===== src/logic/iod_regs.svh =====
// Constants for the indexed offset operand decoder: opcode fields,
// ranges and phase counts.
// Assumes inclusion by bare name from the design and bench files.
`ifndef IOD_REGS_SVH
`define IOD_REGS_SVH
`define IOD_OFS_LIMIT    8'h5F
`define IOD_OP_ADD_HI    6'b0010_01
`define IOD_OP_BSET_HI   4'b1000
`define IOD_OP_FILL_HI   8'b0110_1000
`define IOD_FILL_VALUE   8'hFF
`define IOD_ACC_RESET    8'h00
`define IOD_FLAG_N       4
`define IOD_FLAG_OV      3
`define IOD_FLAG_Z       2
`define IOD_FLAG_DC      1
`define IOD_FLAG_C       0
`define IOD_PHASES       4
`endif


===== src/logic/iod_pkg.sv =====
// Types shared by the indexed offset operand decoder files.
// Assumes nothing of its surroundings.
package iod_pkg;
	// Instruction classes recognised by the decoder.
	typedef enum logic [1:0] {
		IOD_OP_NONE = 2'b00,
		IOD_OP_ADD  = 2'b01,
		IOD_OP_BSET = 2'b10,
		IOD_OP_FILL = 2'b11
	} iod_op_t;
	// Four phases of one instruction cycle.
	typedef enum logic [1:0] {
		IOD_Q1 = 2'b00,
		IOD_Q2 = 2'b01,
		IOD_Q3 = 2'b10,
		IOD_Q4 = 2'b11
	} iod_phase_t;
endpackage


===== src/logic/iod_addr_gen.sv =====
// Effective data address former for byte and bit operands.
// Assumes a 12-bit data space and an 8-bit register field in the opcode.
`timescale 1ns/1ns
`include "iod_regs.svh"
module iod_addr_gen
	import iod_pkg::*;
(
	input  wire logic        ext_en_i,
	input  wire logic        access_sel_i,
	input  wire logic [7:0]  reg_field_i,
	input  wire logic [3:0]  bank_select_register_i,
	input  wire logic [11:0] stack_frame_pointer_i,
	output logic      [11:0] addr_o,
	output logic             indexed_o
);
	// =========================================================
	// Address selection
	// offset from pointer
	assign indexed_o = ext_en_i && !access_sel_i
		&& (reg_field_i <= `IOD_OFS_LIMIT);
	wire logic [11:0] idx_addr;
	wire logic [11:0] acc_addr;
	wire logic [11:0] bank_addr;
	assign idx_addr = stack_frame_pointer_i + {4'h0, reg_field_i};
	assign acc_addr = reg_field_i[7] ? {4'hF, reg_field_i}
		: {4'h0, reg_field_i};
	assign bank_addr = {bank_select_register_i, reg_field_i};
	assign addr_o = indexed_o ? idx_addr
		: (access_sel_i ? bank_addr : acc_addr);
endmodule


===== src/logic/iod_core.sv =====
// Decode and execute unit for indexed literal offset operands.
// Assumes a single-port data memory whose read data is valid in the same
// cycle the address is presented, and a one-cycle issue strobe.
`timescale 1ns/1ns
`include "iod_regs.svh"
module iod_core
	import iod_pkg::*;
#(
	parameter int ADDR_W = 12
)
(
	input  wire logic              core_clk_i,
	input  wire logic              rst_b_i,
	input  wire logic              extension_enable_fuse_i,
	input  wire logic              issue_i,
	input  wire logic [15:0]       opcode_i,
	input  wire logic [ADDR_W-1:0] stack_frame_pointer_i,
	input  wire logic [3:0]        bank_select_register_i,
	input  wire logic [7:0]        mem_rdata_i,
	output logic      [ADDR_W-1:0] mem_addr_o,
	output logic                   mem_we_o,
	output logic      [7:0]        mem_wdata_o,
	output logic      [7:0]        acc_o,
	output logic      [4:0]        status_o,
	output logic                   busy_o,
	output logic                   done_o,
	output logic                   illegal_o
);
	// Only a 12-bit data space is served by the address former.
	if (ADDR_W != 12) begin : g_bad_addr_w
		$error("ADDR_W must be 12");
	end

	// =========================================================
	// Decode
	// add pattern match
	wire logic is_add;
	wire logic is_bset;
	wire logic is_fill;
	assign is_add  = opcode_i[15:10] == `IOD_OP_ADD_HI && !opcode_i[8];
	assign is_bset = opcode_i[15:12] == `IOD_OP_BSET_HI && !opcode_i[8];
	assign is_fill = opcode_i[15:8] == `IOD_OP_FILL_HI;
	wire logic ext_ok;
	wire logic addr_idx;
	wire logic [11:0] ea;
	assign ext_ok = extension_enable_fuse_i;
	iod_addr_gen u_addr (
		.ext_en_i               (ext_ok),
		.access_sel_i           (opcode_i[8]),
		.reg_field_i            (opcode_i[7:0]),
		.bank_select_register_i (bank_select_register_i),
		.stack_frame_pointer_i  (stack_frame_pointer_i),
		.addr_o                 (ea),
		.indexed_o              (addr_idx)
	);
	wire iod_op_t dec_op;
	assign dec_op = !(ext_ok && addr_idx) ? IOD_OP_NONE
		: is_add ? IOD_OP_ADD : is_bset ? IOD_OP_BSET
		: is_fill ? IOD_OP_FILL : IOD_OP_NONE;

	// =========================================================
	// Phase sequencer and latched instruction
	iod_phase_t phase;
	iod_op_t    op;
	logic       dsel;
	logic [2:0] bpos;
	logic [7:0] opnd;
	logic       active;

	always_ff @(posedge core_clk_i or negedge rst_b_i) begin
		if (!rst_b_i) begin
			phase  <= IOD_Q1;
			active <= 1'b0;
			op     <= IOD_OP_NONE;
			dsel   <= 1'b0;
			bpos   <= 3'h0;
			mem_addr_o <= '0;
		end else if (!active) begin
			if (issue_i && dec_op != IOD_OP_NONE) begin
				active <= 1'b1;
				phase  <= IOD_Q2;
				op     <= dec_op;
				dsel   <= opcode_i[9];
				bpos   <= opcode_i[11:9];
				mem_addr_o <= ea;
			end
		end else begin
			case (phase)
				IOD_Q2:  phase <= IOD_Q3;
				IOD_Q3:  phase <= IOD_Q4;
				IOD_Q4: begin
					phase  <= IOD_Q1;
					active <= 1'b0;
				end
				default: phase <= IOD_Q1;
			endcase
		end
	end

	// Operand captured at the end of Q2, once the memory read has settled.
	always_ff @(posedge core_clk_i or negedge rst_b_i) begin
		if (!rst_b_i) begin
			opnd <= 8'h00;
		end else if (active && phase == IOD_Q2) begin
			opnd <= mem_rdata_i;
		end
	end

	// =========================================================
	// Arithmetic
	function automatic logic [4:0] add_flags(input logic [7:0] a,
		input logic [7:0] b);
		logic [8:0] s;
		logic [4:0] lo;
		logic [4:0] f;
		s  = {1'b0, a} + {1'b0, b};
		lo = {1'b0, a[3:0]} + {1'b0, b[3:0]};
		f  = 5'h00;
		f[`IOD_FLAG_C]  = s[8];
		f[`IOD_FLAG_DC] = lo[4];
		f[`IOD_FLAG_Z]  = s[7:0] == 8'h00;
		f[`IOD_FLAG_OV] = (a[7] == b[7]) && (s[7] != a[7]);
		f[`IOD_FLAG_N]  = s[7];
		return f;
	endfunction

	wire logic [7:0] sum;
	wire logic [7:0] bset_val;
	wire logic [7:0] result;
	assign sum = acc_o + opnd;
	assign bset_val = opnd | (8'h01 << bpos);
	assign result = (op == IOD_OP_ADD) ? sum
		: (op == IOD_OP_BSET) ? bset_val : `IOD_FILL_VALUE;
	wire logic q4_go;
	assign q4_go = active && phase == IOD_Q3;

	// =========================================================
	// Destination write in Q4
	always_ff @(posedge core_clk_i or negedge rst_b_i) begin
		if (!rst_b_i) begin
			mem_we_o    <= 1'b0;
			mem_wdata_o <= 8'h00;
			acc_o       <= `IOD_ACC_RESET;
			status_o    <= 5'h00;
		end else begin
			mem_we_o    <= q4_go && !(op == IOD_OP_ADD && !dsel);
			mem_wdata_o <= q4_go ? result : mem_wdata_o;
			if (q4_go && op == IOD_OP_ADD && !dsel) begin
				acc_o <= sum;
			end
			if (q4_go && op == IOD_OP_ADD) begin
				status_o <= add_flags(acc_o, opnd);
			end
		end
	end

	// Handshake outputs.
	always_ff @(posedge core_clk_i or negedge rst_b_i) begin
		if (!rst_b_i) begin
			busy_o    <= 1'b0;
			done_o    <= 1'b0;
			illegal_o <= 1'b0;
		end else begin
			busy_o    <= active ? !(phase == IOD_Q4)
				: (issue_i && dec_op != IOD_OP_NONE);
			done_o    <= q4_go;
			illegal_o <= !active && issue_i && dec_op == IOD_OP_NONE;
		end
	end

	// =========================================================
	// Assertions
	property p_start_to_done;
		@(posedge core_clk_i) disable iff (!rst_b_i)
		(!active && issue_i && dec_op != IOD_OP_NONE) |-> ##3 done_o;
	endproperty
	a_start_to_done: assert property (p_start_to_done)
		else $error("instruction did not finish in four phases");

	property p_fuse_off;
		@(posedge core_clk_i) disable iff (!rst_b_i)
		(!active && issue_i && !extension_enable_fuse_i) |=> !busy_o;
	endproperty
	a_fuse_off: assert property (p_fuse_off)
		else $error("extended op started with fuse low");

	property p_add_acc;
		@(posedge core_clk_i) disable iff (!rst_b_i)
		(q4_go && op == IOD_OP_ADD && !dsel)
		|=> acc_o == $past(sum) && !mem_we_o;
	endproperty
	a_add_acc: assert property (p_add_acc)
		else $error("add to accumulator misdirected");

	property p_add_mem;
		@(posedge core_clk_i) disable iff (!rst_b_i)
		(q4_go && op == IOD_OP_ADD && dsel)
		|=> mem_we_o && mem_wdata_o == $past(sum);
	endproperty
	a_add_mem: assert property (p_add_mem)
		else $error("add to memory misdirected");

	property p_flags_kept;
		@(posedge core_clk_i) disable iff (!rst_b_i)
		(q4_go && op != IOD_OP_ADD) |=> $stable(status_o);
	endproperty
	a_flags_kept: assert property (p_flags_kept)
		else $error("bit set or fill changed flags");

	property p_fill;
		@(posedge core_clk_i) disable iff (!rst_b_i)
		(q4_go && op == IOD_OP_FILL) |=> mem_we_o && mem_wdata_o == 8'hFF;
	endproperty
	a_fill: assert property (p_fill)
		else $error("fill did not write all ones");

	property p_zero_flag;
		@(posedge core_clk_i) disable iff (!rst_b_i)
		(q4_go && op == IOD_OP_ADD)
		|=> status_o[`IOD_FLAG_Z] == ($past(sum) == 8'h00);
	endproperty
	a_zero_flag: assert property (p_zero_flag)
		else $error("zero flag wrong after add");

	property p_index_addr;
		@(posedge core_clk_i) disable iff (!rst_b_i)
		(!active && issue_i && dec_op != IOD_OP_NONE)
		|=> mem_addr_o == $past(stack_frame_pointer_i)
			+ {4'h0, $past(opcode_i[7:0])};
	endproperty
	a_index_addr: assert property (p_index_addr)
		else $error("indexed address not pointer plus offset");

	property p_high_ofs;
		@(posedge core_clk_i) disable iff (!rst_b_i)
		(!active && issue_i && opcode_i[7:0] > 8'h5F) |=> !busy_o;
	endproperty
	a_high_ofs: assert property (p_high_ofs)
		else $error("offset above limit treated as indexed");

	c_add_w: cover property (@(posedge core_clk_i)
		q4_go && op == IOD_OP_ADD && !dsel);
	c_add_f: cover property (@(posedge core_clk_i)
		q4_go && op == IOD_OP_ADD && dsel);
	c_bset: cover property (@(posedge core_clk_i)
		q4_go && op == IOD_OP_BSET);
	c_fill: cover property (@(posedge core_clk_i)
		q4_go && op == IOD_OP_FILL);
endmodule


===== config.mk =====
export PLATFORM = sky130hd
export DESIGN_NAME = iod_core
export DESIGN_NICKNAME = d
export VERILOG_FILES = /design/src/logic/iod_pkg.sv /design/src/logic/iod_addr_gen.sv /design/src/logic/iod_core.sv
export VERILOG_INCLUDE_DIRS = /design/src /design/src/logic
export SDC_FILE = /design/constraint.sdc
export NUM_CORES = 1
export LEC_CHECK = 0
export BUFFER_PORTS_ARGS = -buffer_cell sky130_fd_sc_hd__buf_2
export CAP_MARGIN = 40
export CORE_MARGIN = 8
export CORE_UTILIZATION = 30
export DETAILED_ROUTE_END_ITERATION = 12
export HOLD_SLACK_MARGIN = 0.03
export PLACE_DENSITY = 0.62
export RECOVER_POWER = 100
export SKIP_CTS_REPAIR_TIMING = 1
export SYNTH_ARGS = -nofsm -noshare
export SYNTH_HDL_FRONTEND = slang
export SYNTH_HIERARCHICAL = 1
export SYNTH_SLANG_ARGS = --single-unit

===== constraint.sdc =====
create_clock -name core_clk_i -period 2.2 [get_ports core_clk_i]
set_clock_uncertainty 0.05 [all_clocks]
set_input_delay 0.33 -clock core_clk_i [delete_from_list [all_inputs] [get_ports core_clk_i]]
set_output_delay 0.33 -clock core_clk_i [all_outputs]
set_load 0.005 [all_outputs]

# Word level (Yosys, flattened, before mapping)
# Cells that the tools add are included.
dict set report word_totals {
  regBits 54
  out_inout_bits 37
}
dict set report op_classes {
  n_addsub 4
  order_cmp 1
  eq_ne 10
  n_shift 1
  n_mux 16
  bitwise 2
  n_reduce_logical 25
}
# operator n
set op_table {}
lappend op_table {{2-to-1 mux 12 bit} 3}
lappend op_table {{2-to-1 mux 8 bit} 2}
lappend op_table {{logical AND 1 bit} 15}
lappend op_table {{adder 12 x 8 -> 12 bit} 1}
lappend op_table {{2-to-1 mux 2 bit} 6}
lappend op_table {{adder 8 x 8 -> 9 bit} 1}
lappend op_table {{adder 8 bit} 1}
lappend op_table {{equality test 8 x 7 -> 1 bit (second input constant)} 1}
lappend op_table {{less-or-equal comparator 8 x 7 -> 1 bit (second input constant)} 1}
lappend op_table {{logical NOT 8 bit} 1}
lappend op_table {{bitwise OR 8 bit} 1}
lappend op_table {{left shift 1 x 3 -> 8 bit (first input constant)} 1}
lappend op_table {{equality test 2 bit (second input constant)} 3}
lappend op_table {{equality test 6 x 4 -> 1 bit (second input constant)} 1}
lappend op_table {{adder 4 x 4 -> 5 bit} 1}
lappend op_table {{logical NOT 1 bit} 5}
lappend op_table {{equality test 2 x 1 -> 1 bit (second input constant)} 2}
lappend op_table {{equality test 4 bit (second input constant)} 1}
lappend op_table {{2-to-1 mux 1 bit} 4}
lappend op_table {{one-hot mux 2 bit (2 select lines)} 1}
lappend op_table {{nonzero test 2 bit} 2}
lappend op_table {{logical NOT 2 bit} 1}
lappend op_table {{AND reduction 2 bit} 1}
lappend op_table {{equality test 1 bit} 1}
lappend op_table {{2 further kinds} 2}

# Logic depth before layout (Yosys ltp)
# Gate-level depths: netlist of run 1.
dict set report depth {
  ltp_word 9
  ltp_mapped 9
  depth_no_buf 9
}

# Hierarchy
# Netlist of run 1, hierarchy kept.
# mod instances cells_each area_per_inst_um2 seq_area_each_um2
set by_module_without_submodules {}
lappend by_module_without_submodules {iod_core 1 249 2780.2 1301.2}
lappend by_module_without_submodules {iod_addr_gen 1 93 610.6 0.0}

# Worst setup path after synthesis of run 1
# OpenSTA, ideal clock, no wires.
dict set report synth_path {
  kind {input port to flip-flop}
  startpoint {input port stack_frame_pointer_i[0]}
  endpoint {register mem_addr_o[10]}
  setup_ps 125
  t_arrival_ps 2087
  required_time_ps 2025
  path_slack_ps -62
  cell_stages 9
  path_buffers 0
  cell_sequence {ha_1 -> inv_1 -> fa_1 -> nor2b_4 -> o31a_1 -> o21ai_2 -> and3_1 -> or3_1 -> mux2_4}
}
dict set report synth_via {
  elab_chain_len 2
}
# element line
set synth_rtl {}
lappend synth_rtl {{from (decl)} iod_core.sv:17} ;# input wire logic [ADDR_W-1:0] stack_frame_pointer_i,
lappend synth_rtl {{adder 12 x 8 -> 12 bit} iod_addr_gen.sv:24} ;# assign idx_addr = stack_frame_pointer_i + {4'h0, reg_field_i};
lappend synth_rtl {{2-to-1 mux 12 bit} iod_addr_gen.sv:28} ;# assign addr_o = indexed_o ? idx_addr
lappend synth_rtl {{via ea[10]} iod_core.sv:45} ;# wire logic [11:0] ea;
lappend synth_rtl {{to (signal assigned)} iod_core.sv:77} ;# mem_addr_o <= '0;
lappend synth_rtl {{to (signal assigned)} iod_core.sv:85} ;# mem_addr_o <= ea;
lappend synth_rtl {{to (decl)} iod_core.sv:20} ;# output logic [ADDR_W-1:0] mem_addr_o,
# The timed path passes the listed nets, and every way through them passes these cells.
# A chain may end at the register's enable or synchronous reset.

# Final worst setup path of run 1
dict set report layout_path {
  startpoint {register opnd[0]}
  endpoint {register status_o[2]}
}
dict set report layout_via {
  elab_chain_len 2
}
# element line
set layout_rtl {}
lappend layout_rtl {{from (decl)} iod_core.sv:67} ;# logic [7:0] opnd;
lappend layout_rtl {{from (signal assigned)} iod_core.sv:105} ;# opnd <= mem_rdata_i;
lappend layout_rtl {{adder 8 x 8 -> 9 bit} iod_core.sv:116} ;# s = {1'b0, a} + {1'b0, b};
lappend layout_rtl {{logical NOT 8 bit} iod_core.sv:121} ;# f[`IOD_FLAG_Z] = s[7:0] == 8'h00;
lappend layout_rtl {{to (signal assigned)} iod_core.sv:152} ;# status_o <= add_flags(acc_o, opnd);
lappend layout_rtl {{to (decl)} iod_core.sv:24} ;# output logic [4:0] status_o,
# No other way between the ends.

==> qor.yml, run 1 <==
logic_synthesis:
  synth_ff_type: "dfrtp_1"
  synth_warnings: 6
  async_flop_share: 1.00
  syn_inst: 342
  synth_area_leader_cell: "dfrtp_1"
  synth_nets: 407
  synth.yosys.seq_area_share: 0.384
  synthTopCellsByArea: "dfrtp_1 (38%), ha_1 (7.0%), mux2_2 (5.0%)"
  ys_types: 61
  synth_top_area_share: 0.384
  synth_edf_count: 0
  ys_ff_latch: 52
  syn_area_um2: 3390
  avgSynthCellArea_um2: 9.91
final_layout:
  fillers: 1174
  fin_nets: 497
  drive_gt1_frac: 0.269
  areaGrowthSynthToFinish_pct: 23.5
  seq_area_um2: 1300
  final_cell_area_um2: 4190
  multi_input_area_um2: 1990
worst_setup_path:
  worstSetupStartpointType: "flip-flop"
  crit_path_top_delay_cell: "fa_2"
  rrSetupSlack_ns: 0.08
  required_ns: 2.34
  cp_num_buf_inv: 1
  crit_family: "compound AO/OA/AOI/OAI gates"
  timing.rr.start: "opnd[0]$_DFFE_PN0P_"
  critPathCaptureType: "flip-flop"
  worst_path_largest_cell_delay_ns: 0.38
  cp_max_fo: 4
  cp_data_arrival_time_ns: 2.26
  crit_path_cell_trace: "ha_1, inv_1, fa_2, nor2b_2, o31a_1, o21a_1, o21ai_0, o31ai_1"
  cp-startpoint: "opnd[0]$_DFFE_PN0P_"
  worstSetupPathType: "flip-flop to flip-flop"
sta:
  worst_pin_slew_ns: 1.28
  fmax_ghz: 0.472
  final.min_clock_period_ns: 2.12
  fin_crit_sh: 0.963
  relSlewSlack: 0.147
  setup_violations: 0
  holdWs_ns: 0.216
  slew_violations: 0
  hold_violations: 0
placement:
  hpwl_um: 7320
  gp_congestion: 0.896
  placed_area_um2: 4030
  portBuffers: 80
grt:
  antenna_found_initial: 4
  grt_pass1_wl_um: 14800
  grt_usage: 0.122
  grt_pass1_vias: 3021
  grt_max_degree: 31
  grt-ovfl-total: 0
drt:
  vias_per_cell: 5.01
  num_vias: 2888
  routedWlPerCell_um: 16.1
  drtIter0Drc: 186
  drt_wl_total_um: 9270
  ant_nets: 0
  drc: 0
  drt_pass1_iterations: 4
worst_hold_path:
  hp-class: "input pin to flip-flop"
  hold_start: "opcode_i[15]"
clock_network:
  cts_buffers: 5
  cts_buffer_depth: 2
  cts_tree: "built"
  clock_latency_ns: 0.29
  cts_htree_levels: 2
  clkSinkCount: 52
  clk_pin_slew_ns: 0.07
  cts-root-buf: "clkbuf_16"
die:
  initial_core_util: 0.302
  core_um2: 11200
  dieHeight_um: 122
  ios: 81
  die-area_um2: 15000
  num_rows: 39
  die_w_um: 122
pwr:
  p_per_area_nw_per_um2: 651
  cellLeakagePower_nw: 1.96
  peakVddDrop_uv: 323
job:
  max-cap-violations: 0
status:
  status: "complete, no violations"
[metal layers]
| metal | share of wire | track usage | vias to the layer above | routed length [µm] |
|---|---|---|---|---|
| met5 | 0.0030 | 0 | - | 28 |
| li1 | - | - | 1424 | - |
| met1 | 0.44 | 0.153 | 1348 | 4090 |
| met4 | 0.0092 | 0.0236 | 6 | 85 |
| met2 | 0.46 | 0.201 | 95 | 4260 |
| met3 | 0.086 | 0.0432 | 15 | 799 |
[cell type report]
cell class,count,area share
multi-input cells,259,0.475
clock buffers,7,0.0365
diodes,2,0.00120
well taps,143,0.0427
flip-flops and latches,52,0.311
inverters,17,0.0152
repair buffers,97,0.118
[cells by family after synthesis]
kind of cell / Yosys count / share of synthesized area
XOR/XNOR: 8 / 0.0207
buffers and inverters: 31 / 0.0417
flip-flops: 52 / 0.384
adder cells (fa/ha/maj): 21 / 0.0819
AND/OR/NAND/NOR: 102 / 0.168
AO/OA/AOI/OAI: 99 / 0.199
multiplexers: 29 / 0.106
[cells in the final DEF, fill, tap and decap left out, drive strengths merged, types with 2 or more instances in the layout]
cell    count
o31ai       6
nor3b       4
nor2b       7
inv        17
diode       2
a31oi       2
a211oi      8
nor3       11
o21a        9
dfrtp      52
buf        63
fa          2
a21o        8
nor2       17
nand3       7
xor2        4
a311oi      2
mux2i       4
o21ai      30
nand2b      6
nor4b       2
o32ai       2
o31a        2
a21oi      17
a211o       2
or4b        2
mux2       25
nand2      37
clkbuf     40
ha         19
o211ai      5
or3         2
xnor2       4
[registers in the layout, summed over array words and instances (netlist names)]
name and count:
illegal_o 1, opnd 8, status_o 5, active 1, mem_we_o 1, op 2, acc_o 8, bpos 3
mem_addr_o 12, done_o 1, mem_wdata_o 8, phase 2
[metrics by stage]
stage	total power, mW	setup TNS, ns	setup WS, ns	util	std cells
finish	2.73	0	0.0809	0.373	577
global route	2.88	-0.0292	-0.0292	0.373	576
CTS	2.72	0	0.00710	0.372	574
detailed placement	1.90	-0.196	-0.125	0.359	567
global placement	1.88	-0.0882	-0.0781	0.359	567
floorplan	1.64	0	0.00345	-	342
[where the power goes]
group          internal [mW]  total (mW)  switching, mW
logic                  0.362       0.770          0.408
clock network          0.478       0.807          0.329
registers               1.06        1.15         0.0942
[worst reg2reg max path: stages, from the launching register on]
cell and delay (ns):
dfrtp_1 0.37, ha_1 0.21, inv_1 0.08, fa_2 0.38, nor2b_2 0.17, o31a_1 0.20
o21a_1 0.21, o21ai_0 0.12, o31ai_1 0.22
[Yosys cell counts (2+ instances only)]
cell / instances
xnor2_1: 4
a211o_1: 2
nor2b_1: 6
o32ai_1: 2
nor2_1: 16
o31a_1: 2
nor3_1: 11
mux2_4: 10
nand2b_1: 6
o211ai_1: 4
a21oi_2: 2
a21o_1: 8
mux2_2: 15
a211oi_1: 7
fa_1: 2
o21ai_1: 8
buf_2: 3
o21a_1: 9
mux2i_1: 4
nor3b_1: 4
inv_1: 16
or4b_1: 2
dfrtp_1: 52
nand2_1: 36
a31oi_1: 2
clkbuf_1: 8
nand3_1: 6
o31ai_1: 6
ha_1: 19
xor2_1: 4
a311oi_1: 2
o21ai_0: 21
a21oi_1: 15
[path summary, 6_finish.rpt]
path                                               to  cells after the start
max reg2reg                   status_o[2]$_DFFE_PN0P_                      8
min reg2reg                mem_wdata_o[5]$_DFFE_PN0P_                      1
max                           status_o[2]$_DFFE_PN0P_                      8
min in group asynchronous  mem_wdata_o[4]$_DFFE_PN0P_                      2
min                                 op[0]$_DFFE_PN0P_                      2
max in group asynchronous   mem_addr_o[2]$_DFFE_PN0P_                      3
No activity file was read; power rests on OpenSTA's default activity.
==> run 2, diff against run 1 <==
Settings changed: SETUP_SLACK_MARGIN from default to 0.4.
==> qor.yml, run 2 (synthesized netlist as in run 1, its figures left out) <==
sta:
  fin_crit_sh: 0.947  # was 0.963
  hold_violations: 0  # unchanged
  slew_violations: 0  # unchanged
  relSlewSlack: 0.258  # was 0.147
  worst_pin_slew_ns: 1.11  # was 1.28 ns
  final.min_clock_period_ns: 2.08  # was 2.12 ns
  fmax_ghz: 0.480  # was 0.472 GHz
  rsz0062_at_grt: "true"
  finalSetupTns_ns: 0  # unchanged
  setup_violations: 0  # unchanged
placement:
  portBuffers: 80  # unchanged
  gp_congestion: 0.888  # was 0.896
  placed_area_um2: 4120  # was 4030 µm²
  hpwl_um: 7490  # was 7320 µm
grt:
  grt_usage: 0.135  # was 0.122
  grt_pass1_vias: 3182  # was 3021
  grt_use_met3: 0.0442  # was 0.0432
  grt_util_met1: 0.166  # was 0.153
  grtUsageMet2: 0.216  # was 0.201
  antenna_found_initial: 2  # was 4
  grt-ovfl-total: 0  # unchanged
  grt_max_degree: 21  # was 31
  grt_pass1_wl_um: 16000  # was 14800 µm
  top_usage_layer: "met2"  # unchanged
clock_network:
  cts_buffers: 5  # unchanged
  cts_htree_levels: 2  # unchanged
  clk_pin_slew_ns: 0.07  # about the same
  cts-root-buf: "clkbuf_16"  # unchanged
  cts_buffer_depth: 2  # unchanged
  clkSinkCount: 52  # unchanged
  clock_latency_ns: 0.30  # was 0.29 ns
  cts_tree: "built"  # unchanged
drt:
  drtIter0Drc: 198  # was 186
  drt_wl_total_um: 10100  # was 9270 µm
  drt_pass1_iterations: 4  # unchanged
  num_vias: 3057  # was 2888
  routedWlPerCell_um: 17.2  # was 16.1 µm
  ant_nets: 0  # unchanged
  vias_per_cell: 5.20  # was 5.01
  drc: 0  # unchanged
pwr:
  cellLeakagePower_nw: 2.06  # was 1.96 nW
  peakVddDrop_uv: 403  # was 323 µV
  switching_power_uw: 942  # was 831 µW
  p_per_area_nw_per_um2: 673  # was 651 nW/µm²
  clkPwrFrac: 0.298  # was 0.296
  internal_power_mw: 2.08  # was 1.90 mW
  p_comb_frac: 0.312  # was 0.282
  p_sw_frac: 0.312  # was 0.305
  power_frac_seq: 0.390  # was 0.422
worst_setup_path:
  cp_max_fo: 4  # unchanged
  worstSetupPathType: "flip-flop to flip-flop"  # unchanged
  required_ns: 2.35  # was 2.34 ns
  critPathCaptureType: "flip-flop"  # unchanged
  worstSetupStartpointType: "flip-flop"  # unchanged
  cp_data_arrival_time_ns: 2.23  # was 2.26 ns
die:
  ios: 81  # unchanged
  initial_core_util: 0.302  # unchanged
  die_w_um: 122  # unchanged
  num_rows: 39  # unchanged
  core_um2: 11200  # unchanged
  dieHeight_um: 122  # unchanged
  die-area_um2: 15000  # unchanged
final_layout:
  largest_reg_flops: 12  # unchanged
  final_common_cell: "buf_2"  # was dfrtp_1
  fillers: 1126  # was 1174
  mostFrequentLayoutCells: "buf_2 (51), dfrtp_1 (50), nand2_1 (36)"  # was dfrtp_1 (52), buf_2 (48), nand2_1 (36)
  multi_input_area_um2: 2160  # was 1990 µm²
  antenna-diode-count: 0  # was 2
  drive_gt1_frac: 0.335  # was 0.269
  final_cell_area_um2: 4490  # was 4190 µm²
  fin_nets: 509  # was 497
  areaGrowthSynthToFinish_pct: 32.4  # was 23.5%
  max_flop_register: "mem_addr_o"  # unchanged
  seq_area_um2: 1300  # about the same
worst_hold_path:
  hp-class: "input pin to flip-flop"  # unchanged
status:
  status: "complete, no violations"  # unchanged
job:
  max-cap-violations: 0  # unchanged
-- run 2: changes by cell type in the layout (fill, tap and decap cells not counted), sizes merged --
cell    before  now
clkbuf      40   38
bufinv       0    1
buf         63   76
diode        2    0
clkinv       0    1
-- run 2: metal layers --
layer,up-vias,part of all wire
met5,-,0.0016
met4,4,0.016
met3,16,0.083
met2,114,0.46
met1,1471,0.44
li1,1452,-
-- run 2: path summary, 6_finish.rpt --
kind,to,from,depth (start not counted),slack (ns)
max,mem_wdata_o[7]$_DFFE_PN0P_,opnd[1]$_DFFE_PN0P_,7,0.12
min,opnd[3]$_DFFE_PN0P_,mem_rdata_i[3],2,0.21
max reg2reg,mem_wdata_o[7]$_DFFE_PN0P_,opnd[1]$_DFFE_PN0P_,7,0.12
min reg2reg,mem_wdata_o[5]$_DFFE_PN0P_,mem_wdata_o[5]$_DFFE_PN0P_,1,0.43
max in group asynchronous,op[1]$_DFFE_PN0P_,rst_b_i,3,0.38
min in group asynchronous,mem_wdata_o[6]$_DFFE_PN0P_,rst_b_i,2,0.71
-- run 2: worst max-delay path, cell delays in order, from the launching register on --
cell      delay, ns
dfrtp_2        0.44
ha_4           0.25
a211oi_2       0.40
nor3_4         0.09
mux2i_1        0.29
buf_4          0.18
nor3_1         0.04
o31ai_1        0.24
-- run 2: final cells by class --
class,instances,area share
timing repair buffer,109,0.137
clock buffer,6,0.0287
tap,143,0.0399
clock inverter,2,0.00781
multi-input combinational,259,0.482
inverter,17,0.0142
sequential,52,0.290
-- run 2: power groups by stage --
stage	Clock (mW)	Sequential, mW	Combinational, mW
floorplan	0	1.14	0.563
global placement	0	1.18	0.748
detailed placement	0	1.18	0.773
CTS	0.925	1.16	0.778
global route	0.970	1.19	1.02
finish	0.900	1.18	0.943
-- run 2: through the flow --
step | util | hold slack (ns) | power, mW | instances | worst slack, ns
2_1_floorplan | - | -0.0156 | 1.71 | 342 | 0.116
3_3_place_gp | 0.367 | 0.248 | 1.92 | 564 | -0.0418
3_5_place_dp | 0.367 | 0.263 | 1.95 | 564 | -0.106
4_1_cts | 0.381 | -0.0587 | 2.87 | 572 | 0.118
5_1_grt | 0.400 | 0.203 | 3.18 | 588 | 0.0561
6_report | 0.400 | 0.214 | 3.02 | 588 | 0.118
